[config.mk]
export PLATFORM = sky130hd
export DESIGN_NAME = uepd_device_flat
export DESIGN_NICKNAME = d
export VERILOG_FILES = /design/src/rtl/uepd_pkg.sv /design/src/rtl/uepd_link_if.sv /design/src/rtl/uepd_device.sv /design/src/flat_wrapper.sv
export SDC_FILE = /design/constraint.sdc
export NUM_CORES = 1
export LEC_CHECK = 0
export BUFFER_PORTS_ARGS = -buffer_cell sky130_fd_sc_hd__buf_2
export CAP_MARGIN = 20
export CORE_MARGIN = 4
export CORE_UTILIZATION = 51
export DETAILED_ROUTE_END_ITERATION = 16
export PLACE_DENSITY = 0.75
export REMOVE_ABC_BUFFERS = 1
export SLEW_MARGIN = 20
export SYNTH_ARGS = -nofsm -noshare
export SYNTH_HDL_FRONTEND = slang
export SYNTH_SLANG_ARGS = --single-unit
[constraint.sdc]
create_clock -name sys_clk -period 8.5 [get_ports sys_clk]
set_input_delay 0 -clock sys_clk [delete_from_list [all_inputs] [get_ports sys_clk]]
set_output_delay 0 -clock sys_clk [all_outputs]
set_load 0.01 [all_outputs]
[src/rtl/uepd_pkg.sv]
// Shared constants for the bulk endpoint DMA request block and its partner
package uepd_pkg;
  // Register addresses on the local microcontroller bus
  localparam logic [7:0] ADDR_PIN_POLARITY_SELECT  = 8'h01;
  localparam logic [7:0] ADDR_DMA_CONTROL          = 8'h02;
  localparam logic [7:0] ADDR_DMA_REQUEST_INTERVAL = 8'h03;

  // Reset values
  localparam logic [7:0] RST_PIN_POLARITY_SELECT   = 8'h00;
  localparam logic [7:0] RST_DMA_CONTROL           = 8'h00;
  localparam logic [7:0] RST_DMA_REQUEST_INTERVAL  = 8'h00;
  localparam logic [7:0] UNMAPPED_READ             = 8'h00;

  // Polarity select fields
  localparam int POL_IRQ_BIT = 0;
  localparam int POL_REQ_BIT = 1;
  localparam int POL_ACK_BIT = 2;

  // DMA control fields
  localparam int CTL_ENABLE_BIT = 0;
  localparam int CTL_DUAL_BIT   = 1;
  localparam int CTL_COUNT_BIT  = 2;
  localparam int CTL_WIDE_BIT   = 3;
  localparam int CTL_DEMAND_BIT = 4;
  localparam int CTL_PAUSE_BIT  = 7;

  // Data layout
  localparam int             CNT_W    = 7;
  localparam int             DATA_W   = 16;
  localparam logic [7:0]     PAD_BYTE = 8'h00;
  localparam int             MAX_PKT_DEFAULT = 64;

  // Request spacing in single transfer mode
  localparam int CLK_PERIOD_NS  = 8;
  localparam int BIT_TIME_NS    = 84;
  localparam int REQ_ENABLE_NS  = 8;
  localparam int BIT_TIME_CYC   = (BIT_TIME_NS + CLK_PERIOD_NS - 1) / CLK_PERIOD_NS;
  localparam int REQ_ENABLE_CYC = (REQ_ENABLE_NS + CLK_PERIOD_NS - 1) / CLK_PERIOD_NS;
  localparam int GAP_W          = 12;

  typedef enum logic [1:0] {RX_IDLE, RX_COUNT, RX_DATA, RX_DRAIN} uepd_rx_state_type;
  typedef enum logic [1:0] {H_IDLE, H_READ, H_WRITE} uepd_host_state_type;
endpackage : uepd_pkg

[src/rtl/uepd_link_if.sv]
// Link between the endpoint DMA block and the DMA controller / microcontroller
`timescale 1ns/10ps
interface uepd_link_if;
  logic        dma_request_out;
  logic        dma_acknowledge_in;
  logic        dma_port_sel;
  logic        dma_rd;
  logic        dma_wr;
  logic [15:0] dma_wdata;
  logic [15:0] dma_rdata;
  logic        interrupt_request_pin;
  logic        mcu_cs;
  logic        mcu_wr;
  logic [7:0]  mcu_addr;
  logic [7:0]  mcu_wdata;
  logic [7:0]  mcu_rdata;

  modport device_end (
    output dma_request_out, dma_rdata, interrupt_request_pin, mcu_rdata,
    input  dma_acknowledge_in, dma_port_sel, dma_rd, dma_wr, dma_wdata,
    input  mcu_cs, mcu_wr, mcu_addr, mcu_wdata
  );
  modport host_end (
    input  dma_request_out, dma_rdata, interrupt_request_pin, mcu_rdata,
    output dma_acknowledge_in, dma_port_sel, dma_rd, dma_wr, dma_wdata,
    output mcu_cs, mcu_wr, mcu_addr, mcu_wdata
  );
endinterface : uepd_link_if

[src/rtl/uepd_device.sv]
// Device end: DMA request logic of the first bulk endpoint plus pin polarities
`timescale 1ns/10ps
// Notes on behaviour
// - DMA serves only the first bulk endpoint.
// - Polarity D2 sets acknowledge level, 1 low.
// - Polarity D1 sets request level, 1 high.
// - After any reset: request low, acknowledge high.
// - Transmit requests until packet ready, again after ACK.
// - Good received packet sets ready and requests.
// - All bytes read out clears ready, drops request.
// - Control D0 enables requests at all.
// - Control D1 picks acknowledge or port select.
// - Control D4 picks single or demand transfer.
// - Single drops request per word; demand holds.
// - Control D2 prefixes received data with count.
// - Control D3 selects 8 or 16 bit.
// - Sixteen-bit words are little endian.
// - Odd final byte gets 00h upper byte.
// - Single mode gap: enable time plus n*84ns.
// - Microcontroller fixes control bits before first token.
// - Transmit packet ready sets at max packet size.
// - Microcontroller sets ready for short final packet.
// - Polarity D0 sets interrupt level, reset low.
// - Edge-triggered hosts rewrite enables to force edge.
module uepd_device #(
  parameter int MAX_PKT = uepd_pkg::MAX_PKT_DEFAULT
) (
  input  wire logic                      sys_clk,
  input  wire logic                      rst,
  uepd_link_if.device_end                link,
  input  wire logic                      soft_reset,
  input  wire logic                      ep_dir_in,
  input  wire logic                      rx_pkt_good,
  input  wire logic [uepd_pkg::CNT_W-1:0] rx_pkt_count,
  input  wire logic                      rx_in_valid,
  input  wire logic [7:0]                rx_in_data,
  output logic                           rx_in_ready,
  input  wire logic                      tx_fifo_prepared,
  input  wire logic                      tx_sent_ack,
  input  wire logic                      tx_set_ready,
  output logic                           tx_out_valid,
  output logic [7:0]                     tx_out_data,
  input  wire logic                      tx_out_ready,
  input  wire logic                      irq_pending,
  output logic                           rx_pkt_ready,
  output logic                           tx_pkt_ready
);
  import uepd_pkg::*;
  localparam logic [CNT_W-1:0] MAX_CNT = CNT_W'(MAX_PKT);
  logic [7:0]         pin_polarity_select_reg;
  logic [7:0]         ctrl_reg;
  logic [7:0]         intvl_reg;
  logic [7:0]         rdata_reg;
  uepd_rx_state_type  rx_state_reg;
  logic [CNT_W-1:0]   rx_left_reg;
  logic [CNT_W-1:0]   rx_count_reg;
  logic [7:0]         rx_lo_reg;
  logic               rx_have_lo_reg;
  logic [DATA_W-1:0]  buf_mem [2];
  logic               buf_wp_reg;
  logic               buf_rp_reg;
  logic [1:0]         buf_cnt_reg;
  logic [DATA_W-1:0]  tx_hold_reg;
  logic [1:0]         tx_hold_n_reg;
  logic [CNT_W-1:0]   tx_cnt_reg;
  logic               tx_rdy_reg;
  logic [GAP_W-1:0]   gap_reg;
  logic               asm_valid;
  logic [DATA_W-1:0]  asm_data;
  logic               rx_take;
  logic               push;
  logic               ack_act;
  logic               port_hit;
  logic               rd_hit;
  logic               wr_hit;
  logic               req_cond;
  logic               req_act;
  logic [CNT_W-1:0]   tx_step;
  logic [CNT_W:0]     tx_sum;
  wire wide     = ctrl_reg[CTL_WIDE_BIT];
  wire buf_ok   = (buf_cnt_reg != 2'h2);
  // Microcontroller register port; both resets restore polarities
  always_ff @(posedge sys_clk or posedge rst) begin
    if (rst) begin
      pin_polarity_select_reg <= RST_PIN_POLARITY_SELECT;
      ctrl_reg   <= RST_DMA_CONTROL;
      intvl_reg  <= RST_DMA_REQUEST_INTERVAL;
    end else if (soft_reset) begin
      pin_polarity_select_reg <= RST_PIN_POLARITY_SELECT;
      ctrl_reg   <= RST_DMA_CONTROL;
      intvl_reg  <= RST_DMA_REQUEST_INTERVAL;
    end else if (link.mcu_cs && link.mcu_wr) begin
      if (link.mcu_addr == ADDR_PIN_POLARITY_SELECT) pin_polarity_select_reg <= link.mcu_wdata;
      if (link.mcu_addr == ADDR_DMA_CONTROL)         ctrl_reg   <= link.mcu_wdata;
      if (link.mcu_addr == ADDR_DMA_REQUEST_INTERVAL) intvl_reg <= link.mcu_wdata;
    end
  end
  // Read data registered one cycle after the select
  always_ff @(posedge sys_clk or posedge rst) begin
    if (rst) begin
      rdata_reg <= UNMAPPED_READ;
    end else if (link.mcu_cs && !link.mcu_wr) begin
      unique case (link.mcu_addr)
        ADDR_PIN_POLARITY_SELECT:  rdata_reg <= pin_polarity_select_reg;
        ADDR_DMA_CONTROL:          rdata_reg <= ctrl_reg;
        ADDR_DMA_REQUEST_INTERVAL: rdata_reg <= intvl_reg;
        default:                   rdata_reg <= UNMAPPED_READ;
      endcase
    end
  end
  assign link.mcu_rdata = rdata_reg;
  // Access decode: acknowledge selects the port only in single address mode
  assign ack_act  = pin_polarity_select_reg[POL_ACK_BIT] ? !link.dma_acknowledge_in
                                            : link.dma_acknowledge_in;
  assign port_hit = ctrl_reg[CTL_DUAL_BIT] ? link.dma_port_sel : ack_act;
  assign rd_hit   = link.dma_rd && port_hit && !ep_dir_in && (buf_cnt_reg != 2'h0);
  assign wr_hit   = link.dma_wr && port_hit && ep_dir_in && !tx_rdy_reg
                    && (tx_hold_n_reg == 2'h0) && tx_fifo_prepared;
  // Assemble received bytes into transfer words
  always_comb begin
    asm_valid = 1'b0;
    asm_data  = {PAD_BYTE, PAD_BYTE};
    rx_take   = 1'b0;
    unique case (rx_state_reg)
      RX_COUNT: begin
        asm_valid = 1'b1;
        asm_data  = {PAD_BYTE, 1'b0, rx_count_reg};
      end
      RX_DATA: begin
        if (wide) begin
          if (rx_have_lo_reg && rx_left_reg == '0) begin
            asm_valid = 1'b1;
            asm_data  = {PAD_BYTE, rx_lo_reg};
          end else if (rx_have_lo_reg) begin
            asm_valid = rx_in_valid;
            asm_data  = {rx_in_data, rx_lo_reg};
            rx_take   = rx_in_valid && buf_ok;
          end else begin
            rx_take   = rx_in_valid && (rx_left_reg != '0);
          end
        end else if (rx_left_reg != '0) begin
          asm_valid = rx_in_valid;
          asm_data  = {PAD_BYTE, rx_in_data};
          rx_take   = rx_in_valid && buf_ok;
        end
      end
      RX_IDLE, RX_DRAIN: begin
        asm_valid = 1'b0;
      end
    endcase
  end
  assign rx_in_ready = rx_take;
  assign push        = asm_valid && buf_ok;
  // Receive packet tracking; only this endpoint ever loads a packet
  always_ff @(posedge sys_clk or posedge rst) begin
    if (rst) begin
      rx_state_reg   <= RX_IDLE;
      rx_left_reg    <= '0;
      rx_count_reg   <= '0;
      rx_lo_reg      <= PAD_BYTE;
      rx_have_lo_reg <= 1'b0;
    end else if (soft_reset) begin
      rx_state_reg   <= RX_IDLE;
      rx_have_lo_reg <= 1'b0;
    end else begin
      if (rx_take) begin
        rx_left_reg <= rx_left_reg - 1'b1;
        if (wide && !rx_have_lo_reg) begin
          rx_lo_reg      <= rx_in_data;
          rx_have_lo_reg <= 1'b1;
        end
      end
      if (push && rx_state_reg == RX_DATA && wide) rx_have_lo_reg <= 1'b0;
      unique case (rx_state_reg)
        RX_IDLE: if (rx_pkt_good && !ep_dir_in) begin
          rx_left_reg  <= rx_pkt_count;
          rx_count_reg <= rx_pkt_count;
          rx_state_reg <= ctrl_reg[CTL_COUNT_BIT] ? RX_COUNT : RX_DATA;
        end
        RX_COUNT: if (push) rx_state_reg <= RX_DATA;
        RX_DATA: if (rx_left_reg == '0 && !rx_have_lo_reg) rx_state_reg <= RX_DRAIN;
        RX_DRAIN: if (buf_cnt_reg == 2'h0) rx_state_reg <= RX_IDLE;
      endcase
    end
  end
  assign rx_pkt_ready = (rx_state_reg != RX_IDLE);
  // Two-entry buffer so a stalled controller loses no word
  always_ff @(posedge sys_clk or posedge rst) begin
    if (rst) begin
      buf_wp_reg  <= 1'b0;
      buf_rp_reg  <= 1'b0;
      buf_cnt_reg <= 2'h0;
    end else if (soft_reset) begin
      buf_wp_reg  <= 1'b0;
      buf_rp_reg  <= 1'b0;
      buf_cnt_reg <= 2'h0;
    end else begin
      if (push) buf_wp_reg <= !buf_wp_reg;
      if (rd_hit) buf_rp_reg <= !buf_rp_reg;
      buf_cnt_reg <= buf_cnt_reg + {1'b0, push} - {1'b0, rd_hit};
    end
  end
  // Storage carries no reset; only written entries are ever read
  always_ff @(posedge sys_clk) begin
    if (push) buf_mem[buf_wp_reg] <= asm_data;
  end
  assign link.dma_rdata = buf_mem[buf_rp_reg];
  // Transmit byte accounting; set wins over the clear from the host ACK
  assign tx_step = wide ? CNT_W'(2) : CNT_W'(1);
  assign tx_sum  = {1'b0, tx_cnt_reg} + {1'b0, tx_step};
  always_ff @(posedge sys_clk or posedge rst) begin
    if (rst) begin
      tx_cnt_reg <= '0;
      tx_rdy_reg <= 1'b0;
    end else if (soft_reset) begin
      tx_cnt_reg <= '0;
      tx_rdy_reg <= 1'b0;
    end else if (wr_hit && tx_sum >= {1'b0, MAX_CNT}) begin
      tx_cnt_reg <= '0;
      tx_rdy_reg <= 1'b1;
    end else begin
      if (wr_hit) tx_cnt_reg <= tx_sum[CNT_W-1:0];
      if (tx_set_ready) begin
        tx_cnt_reg <= '0;
        tx_rdy_reg <= 1'b1;
      end else if (tx_sent_ack) begin
        tx_rdy_reg <= 1'b0;
      end
    end
  end
  assign tx_pkt_ready = tx_rdy_reg;
  // Split written words into FIFO bytes, low lane first
  always_ff @(posedge sys_clk or posedge rst) begin
    if (rst) begin
      tx_hold_reg   <= '0;
      tx_hold_n_reg <= 2'h0;
    end else if (soft_reset) begin
      tx_hold_n_reg <= 2'h0;
    end else if (wr_hit) begin
      tx_hold_reg   <= link.dma_wdata;
      tx_hold_n_reg <= wide ? 2'h2 : 2'h1;
    end else if (tx_out_valid && tx_out_ready) begin
      tx_hold_reg   <= {PAD_BYTE, tx_hold_reg[15:8]};
      tx_hold_n_reg <= tx_hold_n_reg - 2'h1;
    end
  end
  assign tx_out_valid = (tx_hold_n_reg != 2'h0);
  assign tx_out_data  = tx_hold_reg[7:0];
  // Single mode spacing after every completed word
  always_ff @(posedge sys_clk or posedge rst) begin
    if (rst) begin
      gap_reg <= '0;
    end else if (soft_reset) begin
      gap_reg <= '0;
    end else if ((rd_hit || wr_hit) && !ctrl_reg[CTL_DEMAND_BIT]) begin
      gap_reg <= GAP_W'(REQ_ENABLE_CYC) + GAP_W'(intvl_reg) * GAP_W'(BIT_TIME_CYC);
    end else if (gap_reg != '0) begin
      gap_reg <= gap_reg - 1'b1;
    end
  end
  // Request gating and pin polarities
  assign req_cond = ep_dir_in ? (tx_fifo_prepared && !tx_rdy_reg && tx_hold_n_reg == 2'h0)
                              : (rx_pkt_ready && buf_cnt_reg != 2'h0);
  assign req_act  = ctrl_reg[CTL_ENABLE_BIT] && !ctrl_reg[CTL_PAUSE_BIT]
                    && req_cond && (gap_reg == '0);
  assign link.dma_request_out = pin_polarity_select_reg[POL_REQ_BIT] ? req_act : !req_act;
  assign link.interrupt_request_pin = pin_polarity_select_reg[POL_IRQ_BIT] ? irq_pending
                                                              : !irq_pending;
endmodule : uepd_device

[src/flat_wrapper.sv]
// flat-port wrapper written by rule: the top's interface ports become plain ports
module uepd_device_flat import uepd_pkg::*;
#(
  parameter int MAX_PKT = uepd_pkg::MAX_PKT_DEFAULT
)
  (sys_clk, rst, soft_reset, ep_dir_in, rx_pkt_good, rx_pkt_count, rx_in_valid, rx_in_data, rx_in_ready, tx_fifo_prepared, tx_sent_ack, tx_set_ready, tx_out_valid, tx_out_data, tx_out_ready, irq_pending, rx_pkt_ready, tx_pkt_ready, link_dma_request_out, link_dma_rdata, link_interrupt_request_pin, link_mcu_rdata, link_dma_acknowledge_in, link_dma_port_sel, link_dma_rd, link_dma_wr, link_dma_wdata, link_mcu_cs, link_mcu_wr, link_mcu_addr, link_mcu_wdata);
  uepd_link_if link_i ();
  input  wire logic sys_clk;
  input  wire logic rst;
  input  wire logic soft_reset;
  input  wire logic ep_dir_in;
  input  wire logic rx_pkt_good;
  input  wire logic [uepd_pkg::CNT_W-1:0] rx_pkt_count;
  input  wire logic rx_in_valid;
  input  wire logic [7:0] rx_in_data;
  output logic rx_in_ready;
  input  wire logic tx_fifo_prepared;
  input  wire logic tx_sent_ack;
  input  wire logic tx_set_ready;
  output logic tx_out_valid;
  output logic [7:0] tx_out_data;
  input  wire logic tx_out_ready;
  input  wire logic irq_pending;
  output logic rx_pkt_ready;
  output logic tx_pkt_ready;
  output wire logic [$bits(link_i.dma_request_out)-1:0] link_dma_request_out;
  output wire logic [$bits(link_i.dma_rdata)-1:0] link_dma_rdata;
  output wire logic [$bits(link_i.interrupt_request_pin)-1:0] link_interrupt_request_pin;
  output wire logic [$bits(link_i.mcu_rdata)-1:0] link_mcu_rdata;
  input wire logic [$bits(link_i.dma_acknowledge_in)-1:0] link_dma_acknowledge_in;
  input wire logic [$bits(link_i.dma_port_sel)-1:0] link_dma_port_sel;
  input wire logic [$bits(link_i.dma_rd)-1:0] link_dma_rd;
  input wire logic [$bits(link_i.dma_wr)-1:0] link_dma_wr;
  input wire logic [$bits(link_i.dma_wdata)-1:0] link_dma_wdata;
  input wire logic [$bits(link_i.mcu_cs)-1:0] link_mcu_cs;
  input wire logic [$bits(link_i.mcu_wr)-1:0] link_mcu_wr;
  input wire logic [$bits(link_i.mcu_addr)-1:0] link_mcu_addr;
  input wire logic [$bits(link_i.mcu_wdata)-1:0] link_mcu_wdata;
  assign link_dma_request_out = link_i.dma_request_out;
  assign link_dma_rdata = link_i.dma_rdata;
  assign link_interrupt_request_pin = link_i.interrupt_request_pin;
  assign link_mcu_rdata = link_i.mcu_rdata;
  assign link_i.dma_acknowledge_in = link_dma_acknowledge_in;
  assign link_i.dma_port_sel = link_dma_port_sel;
  assign link_i.dma_rd = link_dma_rd;
  assign link_i.dma_wr = link_dma_wr;
  assign link_i.dma_wdata = link_dma_wdata;
  assign link_i.mcu_cs = link_mcu_cs;
  assign link_i.mcu_wr = link_mcu_wr;
  assign link_i.mcu_addr = link_mcu_addr;
  assign link_i.mcu_wdata = link_mcu_wdata;
  uepd_device #(.MAX_PKT(MAX_PKT)) u_core (.sys_clk(sys_clk), .rst(rst), .link(link_i), .soft_reset(soft_reset), .ep_dir_in(ep_dir_in), .rx_pkt_good(rx_pkt_good), .rx_pkt_count(rx_pkt_count), .rx_in_valid(rx_in_valid), .rx_in_data(rx_in_data), .rx_in_ready(rx_in_ready), .tx_fifo_prepared(tx_fifo_prepared), .tx_sent_ack(tx_sent_ack), .tx_set_ready(tx_set_ready), .tx_out_valid(tx_out_valid), .tx_out_data(tx_out_data), .tx_out_ready(tx_out_ready), .irq_pending(irq_pending), .rx_pkt_ready(rx_pkt_ready), .tx_pkt_ready(tx_pkt_ready));
endmodule
==> metrics.cfg <==
[run_status]
outcome = complete, no violations

[logic_synthesis]
synth_top_area_cell = dfrtp_1
synthArstFlopShare_pct = 75.57
ys_seq_elements = 131
netlist_instances = 728
synthFlopType = dfrtp_1
synth_edf_count = 32
yosys.area.top_type_share_pct = 33.58
syn_area_mm2 = 0.007378
ys_seq_area_share_pct = 46.60
syn-mean-instance-area_um2 = 10.14
ys.warnings.count = 0
synthTopCellsByArea = dfrtp_1 34%, edfxtp_1 13%, mux2_2 5.6%, ha_1 5.6%, nand2_1 3.6%
ys_types = 66

[worst_setup_path]
worst-path-stages = 9
worst_path_max_delay_cell = fa_1
max_stage_delay_ns = 0.49
cp-start-kind = register
worstPathRequired_ns = 8.80
critPathTopFamily = adder cells
worst-setup-path-type = register to register
crit_chain = ha_1 -> inv_1 -> fa_1 -> inv_1 -> ha_1 -> a211o_1 -> o21ai_0 -> o21ai_0 -> a2111oi_2
crit_end = u_core.gap_reg[10]$_DFFE_PP0P_
crit_buf_inv = 2
reg2reg_slack_ns = 5.55
arrival_ns = 3.24
r2r_start = u_core.intvl_reg[4]$_DFFE_PP0P_
critPathCaptureType = register
r2r.worst_path.cells = 9
crit_start = u_core.intvl_reg[4]$_DFFE_PP0P_
critPathMaxFanout = 6
r2r-end = u_core.gap_reg[10]$_DFFE_PP0P_

[timing]
worstMarginPinSlew_ns = 1.021
clock-skew-final_ns = 0.007607
period_share_pct = 34.67
worst_slack_ns = 5.553
fin_crit_ns = 2.947
finalSetupTns_ns = 0
clock.fmax_mhz = 339.4
finalMaxSlewViolations = 0
slew_headroom_pct = 31.67
setup_violations = 0
hold_viol = 0
rsz0062_at_grt = false

[global_route]
antenna_found_initial = 0
grt_max_degree = 68
grt-ovfl-total = 0
grt_pass1_wl_um = 28810
grt_pass1_vias = 5925
grtUsageTotal_pct = 21.35

[power_and_ir_drop]
powerDensity_mw_per_mm2 = 258.6
ir_drop_uv = 147.6
p_leak_nw = 4.043

[clocking]
cts_buffers = 17
clockBufferDepth = 2
cts_tree = done
clockRootBuffer = clkbuf_16
h-tree-depth = 4
clock_sinks = 131
clkSlewWorstSetupHoldPaths_ns = 0.06
cts_resized = 0
clock_latency_ns = 0.42

[die]
dieArea_mm2 = 0.01646
core_mm2 = 0.01404
num_rows = 43
start_util_pct = 52.54
die_w_um = 128.3
die_height_um = 128.3
pin_count = 102

[placement]
dp_hpwl_um = 11970
pre_cts_ws_ns = 5.583
port_buffers = 101
dp_cells = 975
placed_area_mm2 = 0.007934
gp_congestion = 0.8420

[layout]
layoutNonFillerInstCount = 1051
finalInstanceArea_mm2 = 0.008955
final_common_cell = buf_2
fin_nets = 961
area_delta_synth_final_pct = 21.37
num_antenna_cells = 0
num-fill-cells = 1108
largest_reg_flops = 32
mostFrequentLayoutCells = 101 x buf_2, 99 x dfrtp_1, 70 x nand2_1
multi_input_area_mm2 = 0.003563
drive_gt1_share_pct = 21.24
regArea_mm2 = 0.003438

[flow_run]
drv_cap = 0

[detailed_routing]
drtPass1Iterations = 5
post-route-drc-count = 0
wire_per_inst_um = 16.19
drt_iter0_drc = 366
vias = 5984
drt_wl_total_um = 17020
drtAntennaViolNets = 0
viasPerCell = 5.694

[worst_hold_path]
hold_path_class = input port to register

-- what timing repair did --
action / 4_1_cts / 5_1_grt
hold endpoints to repair: 120 / 0
hold buffers: 43 / 0
endpoints found under the setup margin: 0 / 0
setup buffers: 0 / 0
-- routing by layer --
layer  global-route usage (%)  part of all wire, %
met5                        0                    0
met4                    7.179                  1.4
met3                    3.417                  5.1
met2                    35.18                   49
met1                    28.83                   44
-- power breakdown --
| part | total (mW) | internal (mW) | switching [mW] | leakage, nW |
|---|---|---|---|---|
| Clock | 0.717 | 0.435 | 0.282 | 0.284 |
| Combinational | 0.695 | 0.319 | 0.376 | 2.14 |
| Sequential | 0.903 | 0.812 | 0.0904 | 1.62 |
| Total | 2.32 | 1.57 | 0.749 | 4.04 |
-- final cells by class --
type                       count  share of cell area, %
clock buffer                  18                  4.793
clock inverter                14                  1.719
inverter                      43                  1.830
multi-input combinational    515                  39.79
sequential                   131                  38.40
tap                          180                  2.515
timing repair buffer         150                  10.95
-- stage by stage --
stage | util, % | hold slack (ns) | total power, mW
after detailed placement | 56.50 | 0.04982 | 1.588
after global routing | 63.77 | 0.06918 | 2.449
after global placement | 56.50 | 0.04504 | 1.554
after CTS | 63.72 | 0.009706 | 2.324
final | 63.77 | 0.01489 | 2.316
after floorplan | - | 0.06218 | 1.367
-- cell families after synthesis --
logic type	count (synthesis)	share of synthesized area, %
buffers and inverters	82	5.104
DFF	131	46.60
adders and majority gates	39	7.224
and+or+nand+nor	238	15.91
AOI/OAI and AO/OA	159	14.09
muxes	63	9.174
xor gates and xnor gates	16	1.899
-- worst min-delay path: cells and delay by family --
family                    cells  cell delay, ns
xor gates and xnor gates      1            0.13
and+or+nand+nor               3            0.15
buffers and inverters         1            0.12
-- worst min path at each step --
stage	startpoint	end	slack (ns)	depth (start not counted)
floorplan	soft_reset	u_core.gap_reg[10]$_DFFE_PP0P_	0.06	1
global placement	rst	u_core.tx_hold_reg[2]$_DFFE_PP0P_	0.05	2
detailed placement	rst	u_core.tx_hold_reg[7]$_DFFE_PP0P_	0.05	2
CTS	link_dma_rd	u_core.buf_rp_reg$_DFFE_PP0P_	0.01	5
global route	link_dma_rd	u_core.buf_rp_reg$_DFFE_PP0P_	0.07	5
finish	link_dma_rd	u_core.buf_rp_reg$_DFFE_PP0P_	0.01	5
-- synth_stat cells, types with 6 or more instances --
| cell | number |
|---|---|
| nand2b_1 | 8 |
| xnor2_1 | 9 |
| buf_4 | 9 |
| o21ai_0 | 46 |
| edfxtp_1 | 32 |
| ha_1 | 33 |
| and3_1 | 8 |
| clkbuf_1 | 21 |
| nor3_1 | 13 |
| inv_1 | 42 |
| mux2_2 | 37 |
| a22o_1 | 8 |
| a22oi_1 | 21 |
| nor2_1 | 64 |
| a31oi_1 | 11 |
| or3_1 | 10 |
| dfrtp_1 | 99 |
| xor2_1 | 7 |
| nand3_1 | 11 |
| and2_1 | 12 |
| nor4_1 | 6 |
| mux2i_1 | 26 |
| nand2_1 | 70 |
| o211ai_1 | 6 |
| fa_1 | 6 |
| nor2b_1 | 15 |
| a21oi_1 | 29 |
(Power assumes the default switching activity.)
